`src/shared/scan_port_pkg.sv`:
```
// Constants and types for the scan test port with emulation pins
// What this block does
// - Test reset high gives scan control
// - Test reset low: functional mode, ignore inputs
// - Rising test clock samples mode and data
// - Data output changes on falling edge only
// - Data output driven only while shifting
// - Disable needs reset 0, pin a 1, b 0
// - Reset high: emulator pins are scan-directed interrupts
// - Disable raises the outputs_disabled flag; it gates no driver itself
package scan_port_pkg;
  localparam int IR_WIDTH = 4;
  localparam int DR_WIDTH = 32;
  localparam int IR_CAPTURE_BITS = 1;
  localparam logic [3:0] IR_RESET = 4'hF;
  localparam logic [3:0] INS_BYPASS = 4'hF;
  localparam logic [3:0] INS_EMU_CTRL = 4'h2;
  localparam logic [3:0] INS_USER_DATA = 4'h1;
  localparam logic [3:0] INS_IDCODE = 4'h3;
  // Arbitrary identification value
  localparam logic [31:0] ID_VALUE = 32'h1234_5671;
  localparam logic [3:0] EMU_CTRL_RESET = 4'h0;
  localparam logic [31:0] USER_DATA_RESET = 32'h0000_0000;
  localparam int SYNC_STAGES = 2;
  typedef enum logic [3:0] {
    TEST_LOGIC_RESET, RUN_IDLE, SELECT_DR, CAPTURE_DR, SHIFT_DR, EXIT1_DR,
    PAUSE_DR, EXIT2_DR, UPDATE_DR, SELECT_IR, CAPTURE_IR, SHIFT_IR,
    EXIT1_IR, PAUSE_IR, EXIT2_IR, UPDATE_IR
  } tap_state_e;
endpackage

```
`src/verilog/pin_sync.sv`:
```
// Two-flop synchroniser bank for the test-port pins
`timescale 1ns/100ps
module pin_sync #(
  parameter int WIDTH = 1
) (
  input wire logic clk,
  input wire logic arst_n,
  input wire logic [WIDTH-1:0] async_in,
  output logic [WIDTH-1:0] sync_out
);
  logic [WIDTH-1:0] meta_q;
  always_ff @(posedge clk or negedge arst_n) begin
    if (!arst_n) begin
      meta_q <= '0;
      sync_out <= '0;
    end else begin
      meta_q <= async_in;
      sync_out <= meta_q;
    end
  end
endmodule

```
`src/verilog/scan_test_port.sv`:
```
// Test access port controller and emulation pin handling
`timescale 1ns/100ps
module scan_test_port
  import scan_port_pkg::*;
(
  input wire logic clk,
  input wire logic arst_n,
  input wire logic test_reset,
  input wire logic test_clock,
  input wire logic test_mode_select,
  input wire logic test_data_in,
  output logic test_data_out,
  output logic test_data_out_oe,
  input wire logic emulator_event_pin_a_in,
  output logic emulator_event_pin_a_out,
  output logic emulator_event_pin_a_oe,
  input wire logic emulator_event_pin_b_output_disable_in,
  output logic emulator_event_pin_b_output_disable_out,
  output logic emulator_event_pin_b_output_disable_oe,
  input wire logic emu_event_a_send,
  input wire logic emu_event_b_send,
  output logic emu_event_a_seen,
  output logic emu_event_b_seen,
  output logic scan_control,
  output logic outputs_disabled
);
  logic [5:0] raw_pins;
  logic [5:0] sync_pins;
  assign raw_pins = {test_reset, test_clock, test_mode_select, test_data_in,
                     emulator_event_pin_a_in, emulator_event_pin_b_output_disable_in};

  pin_sync #(.WIDTH(6)) u_sync (
    .clk(clk),
    .arst_n(arst_n),
    .async_in(raw_pins),
    .sync_out(sync_pins)
  );

  wire trst_s = sync_pins[5];
  wire tck_s = sync_pins[4];
  wire tms_s = sync_pins[3];
  wire tdi_s = sync_pins[2];
  wire pin_a_s = sync_pins[1];
  wire pin_b_s = sync_pins[0];

  logic tck_prev_q;
  tap_state_e state_q, state_d;
  logic [IR_WIDTH-1:0] ir_shift_q, ir_q;
  logic [DR_WIDTH-1:0] dr_shift_q;
  logic [DR_WIDTH-1:0] user_data_q;
  logic [3:0] emu_ctrl_q;
  logic bypass_q;
  logic tdo_q, tdo_oe_q;
  logic scan_q, off_q;
  logic a_out_q, a_oe_q, b_out_q, b_oe_q, a_seen_q, b_seen_q;

  // Scan logic runs only with test reset high; low holds everything idle
  wire scan_on = trst_s;
  wire tck_rise = scan_on & tck_s & ~tck_prev_q;
  wire tck_fall = scan_on & ~tck_s & tck_prev_q;

  always_comb begin
    state_d = state_q;
    case (state_q)
      TEST_LOGIC_RESET: state_d = tms_s ? TEST_LOGIC_RESET : RUN_IDLE;
      RUN_IDLE: state_d = tms_s ? SELECT_DR : RUN_IDLE;
      SELECT_DR: state_d = tms_s ? SELECT_IR : CAPTURE_DR;
      CAPTURE_DR: state_d = tms_s ? EXIT1_DR : SHIFT_DR;
      SHIFT_DR: state_d = tms_s ? EXIT1_DR : SHIFT_DR;
      EXIT1_DR: state_d = tms_s ? UPDATE_DR : PAUSE_DR;
      PAUSE_DR: state_d = tms_s ? EXIT2_DR : PAUSE_DR;
      EXIT2_DR: state_d = tms_s ? UPDATE_DR : SHIFT_DR;
      UPDATE_DR: state_d = tms_s ? SELECT_DR : RUN_IDLE;
      SELECT_IR: state_d = tms_s ? TEST_LOGIC_RESET : CAPTURE_IR;
      CAPTURE_IR: state_d = tms_s ? EXIT1_IR : SHIFT_IR;
      SHIFT_IR: state_d = tms_s ? EXIT1_IR : SHIFT_IR;
      EXIT1_IR: state_d = tms_s ? UPDATE_IR : PAUSE_IR;
      PAUSE_IR: state_d = tms_s ? EXIT2_IR : PAUSE_IR;
      EXIT2_IR: state_d = tms_s ? UPDATE_IR : SHIFT_IR;
      UPDATE_IR: state_d = tms_s ? SELECT_DR : RUN_IDLE;
      default: state_d = TEST_LOGIC_RESET;
    endcase
  end

  wire sel_bypass = (ir_q == INS_BYPASS);
  wire sel_emu = (ir_q == INS_EMU_CTRL);
  wire sel_user = (ir_q == INS_USER_DATA);
  wire sel_id = (ir_q == INS_IDCODE);
  wire shifting = (state_q == SHIFT_DR) | (state_q == SHIFT_IR);
  wire [IR_WIDTH-1:0] ir_capture = {{(IR_WIDTH-2){1'b0}}, 2'b01};
  wire [DR_WIDTH-1:0] dr_capture = sel_id ? ID_VALUE :
                                   sel_user ? user_data_q :
                                   sel_emu ? {28'h0000000, emu_ctrl_q} : '0;
  wire dr_lsb = sel_bypass ? bypass_q : dr_shift_q[0];
  wire serial_bit = (state_q == SHIFT_IR) ? ir_shift_q[0] : dr_lsb;
  // Identification and user data are full-width paths; control is four bits
  wire dr_full = sel_user | sel_id;
  wire [DR_WIDTH-1:0] dr_shifted = dr_full ? {tdi_s, dr_shift_q[DR_WIDTH-1:1]} :
                                   {28'h0000000, tdi_s, dr_shift_q[3:1]};

  always_ff @(posedge clk or negedge arst_n) begin
    if (!arst_n) begin
      tck_prev_q <= 1'b0;
    end else begin
      tck_prev_q <= tck_s;
    end
  end

  always_ff @(posedge clk or negedge arst_n) begin
    if (!arst_n) begin
      state_q <= TEST_LOGIC_RESET;
    end else if (!scan_on) begin
      state_q <= TEST_LOGIC_RESET;
    end else if (tck_rise) begin
      state_q <= state_d;
    end
  end

  always_ff @(posedge clk or negedge arst_n) begin
    if (!arst_n) begin
      ir_shift_q <= IR_RESET;
      ir_q <= IR_RESET;
    end else if (!scan_on || (tck_rise && state_q == TEST_LOGIC_RESET)) begin
      ir_q <= IR_RESET;
    end else if (tck_rise) begin
      if (state_q == CAPTURE_IR) ir_shift_q <= ir_capture;
      if (state_q == SHIFT_IR) ir_shift_q <= {tdi_s, ir_shift_q[IR_WIDTH-1:1]};
      if (state_q == UPDATE_IR) ir_q <= ir_shift_q;
    end
  end

  always_ff @(posedge clk or negedge arst_n) begin
    if (!arst_n) begin
      dr_shift_q <= USER_DATA_RESET;
      bypass_q <= 1'b0;
      user_data_q <= USER_DATA_RESET;
      emu_ctrl_q <= EMU_CTRL_RESET;
    end else if (!scan_on) begin
      emu_ctrl_q <= EMU_CTRL_RESET;
    end else if (tck_rise) begin
      if (state_q == CAPTURE_DR) begin
        dr_shift_q <= dr_capture;
        bypass_q <= 1'b0;
      end
      if (state_q == SHIFT_DR) begin
        dr_shift_q <= dr_shifted;
        bypass_q <= tdi_s;
      end
      if (state_q == UPDATE_DR && sel_user) user_data_q <= dr_shift_q;
      if (state_q == UPDATE_DR && sel_emu) emu_ctrl_q <= dr_shift_q[3:0];
    end
  end

  // Output follows the falling edge so the far end samples a settled bit
  always_ff @(posedge clk or negedge arst_n) begin
    if (!arst_n) begin
      tdo_q <= 1'b0;
      tdo_oe_q <= 1'b0;
    end else if (!scan_on) begin
      tdo_oe_q <= 1'b0;
    end else if (tck_fall) begin
      tdo_q <= serial_bit;
      tdo_oe_q <= shifting;
    end
  end

  // Control bits: [0] pin a drives, [1] pin b drives, [2] a level, [3] b level
  wire off_cond = ~trst_s & pin_a_s & ~pin_b_s;
  always_ff @(posedge clk or negedge arst_n) begin
    if (!arst_n) begin
      scan_q <= 1'b0;
      off_q <= 1'b0;
      a_out_q <= 1'b0;
      a_oe_q <= 1'b0;
      b_out_q <= 1'b0;
      b_oe_q <= 1'b0;
      a_seen_q <= 1'b0;
      b_seen_q <= 1'b0;
    end else begin
      scan_q <= scan_on;
      off_q <= off_cond;
      a_oe_q <= scan_on & emu_ctrl_q[0];
      b_oe_q <= scan_on & emu_ctrl_q[1];
      a_out_q <= emu_ctrl_q[2] | emu_event_a_send;
      b_out_q <= emu_ctrl_q[3] | emu_event_b_send;
      a_seen_q <= scan_on & ~emu_ctrl_q[0] & pin_a_s;
      b_seen_q <= scan_on & ~emu_ctrl_q[1] & pin_b_s;
    end
  end

  assign test_data_out = tdo_q;
  assign test_data_out_oe = tdo_oe_q;
  assign emulator_event_pin_a_out = a_out_q;
  assign emulator_event_pin_a_oe = a_oe_q;
  assign emulator_event_pin_b_output_disable_out = b_out_q;
  assign emulator_event_pin_b_output_disable_oe = b_oe_q;
  assign emu_event_a_seen = a_seen_q;
  assign emu_event_b_seen = b_seen_q;
  assign scan_control = scan_q;
  assign outputs_disabled = off_q;
endmodule

```
`config.mk`:
```
export PLATFORM = sky130hd
export DESIGN_NAME = scan_test_port
export DESIGN_NICKNAME = d
export VERILOG_FILES = /design/src/shared/scan_port_pkg.sv /design/src/verilog/pin_sync.sv /design/src/verilog/scan_test_port.sv
export SDC_FILE = /design/constraint.sdc
export NUM_CORES = 1
export LEC_CHECK = 0
export BUFFER_PORTS_ARGS = -buffer_cell sky130_fd_sc_hd__buf_2
export CORE_ASPECT_RATIO = 0.7
export CORE_MARGIN = 5
export CORE_UTILIZATION = 55
export CTS_BUF_LIST = sky130_fd_sc_hd__clkbuf_2 sky130_fd_sc_hd__clkbuf_4 sky130_fd_sc_hd__clkbuf_8
export DETAILED_ROUTE_END_ITERATION = 10
export GPL_TIMING_DRIVEN = 0
export MAX_ROUTING_LAYER = met4
export PLACE_DENSITY = 0.75
export SKIP_LAST_GASP = 1
export SYNTH_ARGS = -nofsm -noshare
export SYNTH_HDL_FRONTEND = slang
export SYNTH_SLANG_ARGS = --single-unit
```
`constraint.sdc`:
```
create_clock -name clk -period 1.9 [get_ports clk]
set_clock_uncertainty 0.1 [all_clocks]
set_input_delay 0.38 -clock clk [delete_from_list [all_inputs] [get_ports clk]]
set_output_delay 0.38 -clock clk [all_outputs]
set_load 0.005 [all_outputs]
```
==> flow_summary_export.csv <==
group,metric,value,unit
power_and_ir_drop,leakage,2.48,nW
clocking,insertion_delay,0.37,ns
sta,fin_ws,-0.0521,ns
global_routing,overflow,0,
logic_synthesis,syn-cell-area,0.00451,sq mm
finish,num-fill-cells,609,
logic_synthesis,synth_top_area_cell,"dfrtp_1",
finish,nNetsFinal,465,
clocking,htreeDepth,3,
logic_synthesis,synthCells,403,
logic_synthesis,yosysWarnings,0,
setup_path,worstPathArrival,2.13,ns
sta,rsz0062_at_grt,"true",
clocking,clockBufferDepth,2,
power_and_ir_drop,p_per_area,701,mW/mm^2
finish,syn_to_final_growth,19.6,%
sta,maxSlewViolCount,0,
clocking,cts_tree,"done",
global_routing,grt_pass1_vias,3245,
setup_path,critPathCaptureType,"flip-flop",
logic_synthesis,yosysTopAreaCellShare,53.2,%
finish,fin_util,68.0,%
finish,multiInputGateArea,0.00189,sq mm
route,viasPerCell,5.94,
sta,fin_hold_ws,0.0285,ns
logic_synthesis,synth_edf_count,0,
sta,tightest_slew,0.597,ns
sta,fmax,512,MHz
run_status,violations,"setup timing",
finish,finalNonFillerCells,561,
floorplanning,die-area,0.0101,sq mm
route,drt-initial-drc-count,236,
logic_synthesis,synthTopCellsByCount,"96 x dfrtp_1, 57 x nand2_1, 34 x mux2_2",
clocking,clock_sinks,104,
setup_path,worstSetupPathType,"flip-flop to flip-flop",
run_status,outcome,"finished with violations",
sta,maxSlewHeadroom,59.9,%
finish,seq_area,0.00261,sq mm
global_routing,grt_pass1_wl,16500,um
sta,min_period_over_period,103,%
placement,place_congestion,0.812,
floorplanning,core,0.00794,sq mm
route,wl_per_cell,18.3,um
clocking,cts_buffers,9,
setup_path,max_stage_delay,0.38,ns
route,dr.pass1.iters,5,
global_routing,grt_antenna_before_repair,0,
route,dr_total_vias,3334,
logic_synthesis,synth_area_leaders,"dfrtp_1 53%, mux2_2 8.5%, nand2_1 4.7%",
placement,place_inst,524,
logic_synthesis,synth_ff_type,"dfrtp_1",
logic_synthesis,syn-num-nets,413,
min_path,hp-class,"input pin to flip-flop",
floorplanning,die_width,118,um
sta,final-hold-violation-count,0,
logic_synthesis,synthArstFlopShare,100,%
job,maxCapViolations,0,
clocking,clk_pin_slew,0.10,ns
setup_path,path_cells,"buf_6 -> or3b_1 -> a211o_1 -> buf_6 -> clkbuf_16 -> o41ai_2",
logic_synthesis,ys_ff_latch,104,
placement,io_buffers,19,
setup_path,path_common_cell,"buf_6",
sta,finalCriticalPeriod,1.95,ns
floorplanning,num_rows,27,
route,drc,0,
floorplanning,die_h,85.8,um
clocking,cts-root-buf,"clkbuf_8",
route,wl,10300,um
floorplanning,pin_count,20,
setup_path,startpoint_type,"flip-flop",
setup_path,crit_path_top_delay_cell,"dfrtp_1",
placement,hpwl,6380,um
power_and_ir_drop,vdd_ir_drop_max,0.000617,V
global_routing,track_usage,21.0,%
setup_path,worstPathRequired,2.08,ns
route,drtAntennaViolNets,0,
setup_path,cp_max_fo,7,
logic_synthesis,yosysMostFrequentCell,"dfrtp_1",
floorplanning,initial_core_util,56.8,%
global_routing,grt_max_degree,64,
logic_synthesis,synth.distinct_cells,49,
logic_synthesis,avgSynthCellArea,11.2,sq um
finish,diodes,0,
logic_synthesis,yosysSeqAreaShare,57.9,%
finish,layout-drive-gt1-share,33.0,%
sta,finalSetupViolCount,10,
## cells by family after synthesis
| family | count (synthesis) | share of synthesized area (%) |
|---|---|---|
| XOR/XNOR | 1 | 0.194 |
| buffers and inverters | 33 | 3.52 |
| multiplexers | 36 | 8.93 |
| flip-flops | 104 | 57.9 |
| AO/OA/AOI/OAI | 91 | 14.4 |
| AND/OR/NAND/NOR | 138 | 15.1 |
## layout by cell type (no fill, tap or decap), drive strengths merged, types with 6 or more instances in the layout
cell type	n
nor3	17
buf	53
o21ai	35
o41ai	12
a22oi	18
nand3	7
nor2	24
dlygate4sd3	6
nand2	57
a21oi	11
dfstp	8
mux2	34
nor3b	6
dfrtp	96
clkbuf	25
## path summary, 6_finish.rpt
kind	end	cells past startpoint	slack (ns)	start
worst max register to register	dr_shift_q[18]	6	-0.05	state_q[1]
worst min-delay path	u_sync.meta_q[1]	1	0.03	emulator_event_pin_a_in
max in group asynchronous	ir_shift_q[3]	3	0.54	arst_n
worst min register to register	u_sync.sync_out[3]	0	0.26	u_sync.meta_q[3]
worst max-delay path	dr_shift_q[18]	6	-0.05	state_q[1]
min in group asynchronous	dr_shift_q[3]	2	0.42	arst_n
## state kept, by name, summed over array words and instances (netlist names)
name,flops
outputs_disabled,1
dr_shift_q,32
emulator_event_pin_a_oe,1
ir_shift_q,4
emulator_event_pin_a_out,1
emulator_event_pin_b_output_disable_oe,1
u_sync.sync_out,6
bypass_q,1
emulator_event_pin_b_output_disable_out,1
test_data_out,1
emu_event_a_seen,1
scan_control,1
tck_prev_q,1
test_data_out_oe,1
emu_ctrl_q,4
user_data_q,32
emu_event_b_seen,1
state_q,4
ir_q,4
u_sync.meta_q,6
## report_power, final
part           internal, mW  switching [mW]  total [mW]
combinational        0.0903           0.144       0.234
clock                 0.553           0.724        1.28
sequential             2.25          0.0242        2.27
## stage by stage
step | setup TNS [ns] | instance area [sq um] | setup slack (ns) | power [mW]
6_report | -0.262 | 5400 | -0.0521 | 3.78
3_5_place_dp | -14.96 | 4760 | -0.445 | 2.51
2_1_floorplan | 0 | 4510 | 0.00231 | 2.41
5_1_grt | -1.54 | 5400 | -0.101 | 3.94
4_1_cts | -0.112 | 5180 | -0.0227 | 3.79
3_3_place_gp | -80.33 | 4730 | -0.688 | 2.50
## metal layers
layer / GRT usage, % / vias to the layer above / share of wire (%) / routed length, um
met5: - / - / 0 / 0
li1: - / 1559 / - / -
met1: 29.6 / 1690 / 48 / 4960
met2: 29.8 / 71 / 46 / 4680
met3: 5.27 / 14 / 4.7 / 481
met4: 7.50 / 0 / 1.3 / 132
## repair_timing
item                       in CTS  in global routing
pin swaps                      11                  5
setup endpoints to repair      68                 75
setup buffers                   8                  7
gates resized for setup        36                 41
hold buffers                    5                  1
hold endpoints to repair       45                  1
gates cloned                    1                  1
## critical path, delay by kind of cell, from the launching register on
| family | cells | cell delay [ns] |
|---|---|---|
| DFF | 1 | 0.38 |
| AOI/OAI and AO/OA | 2 | 0.56 |
| and+or+nand+nor | 1 | 0.35 |
| buffers and inverters | 3 | 0.47 |
## final cells by class
class / instances / share of cell area (%)
flip-flops and latches: 104 / 48.4
well taps: 101 / 2.34
clock inverters: 3 / 0.325
plain buffers: 28 / 4.40
clock buffers: 13 / 2.97
multi-input cells: 266 / 35.1
inverters: 3 / 0.209
repair buffers: 43 / 6.26
Power figures use the tool's default switching activity.
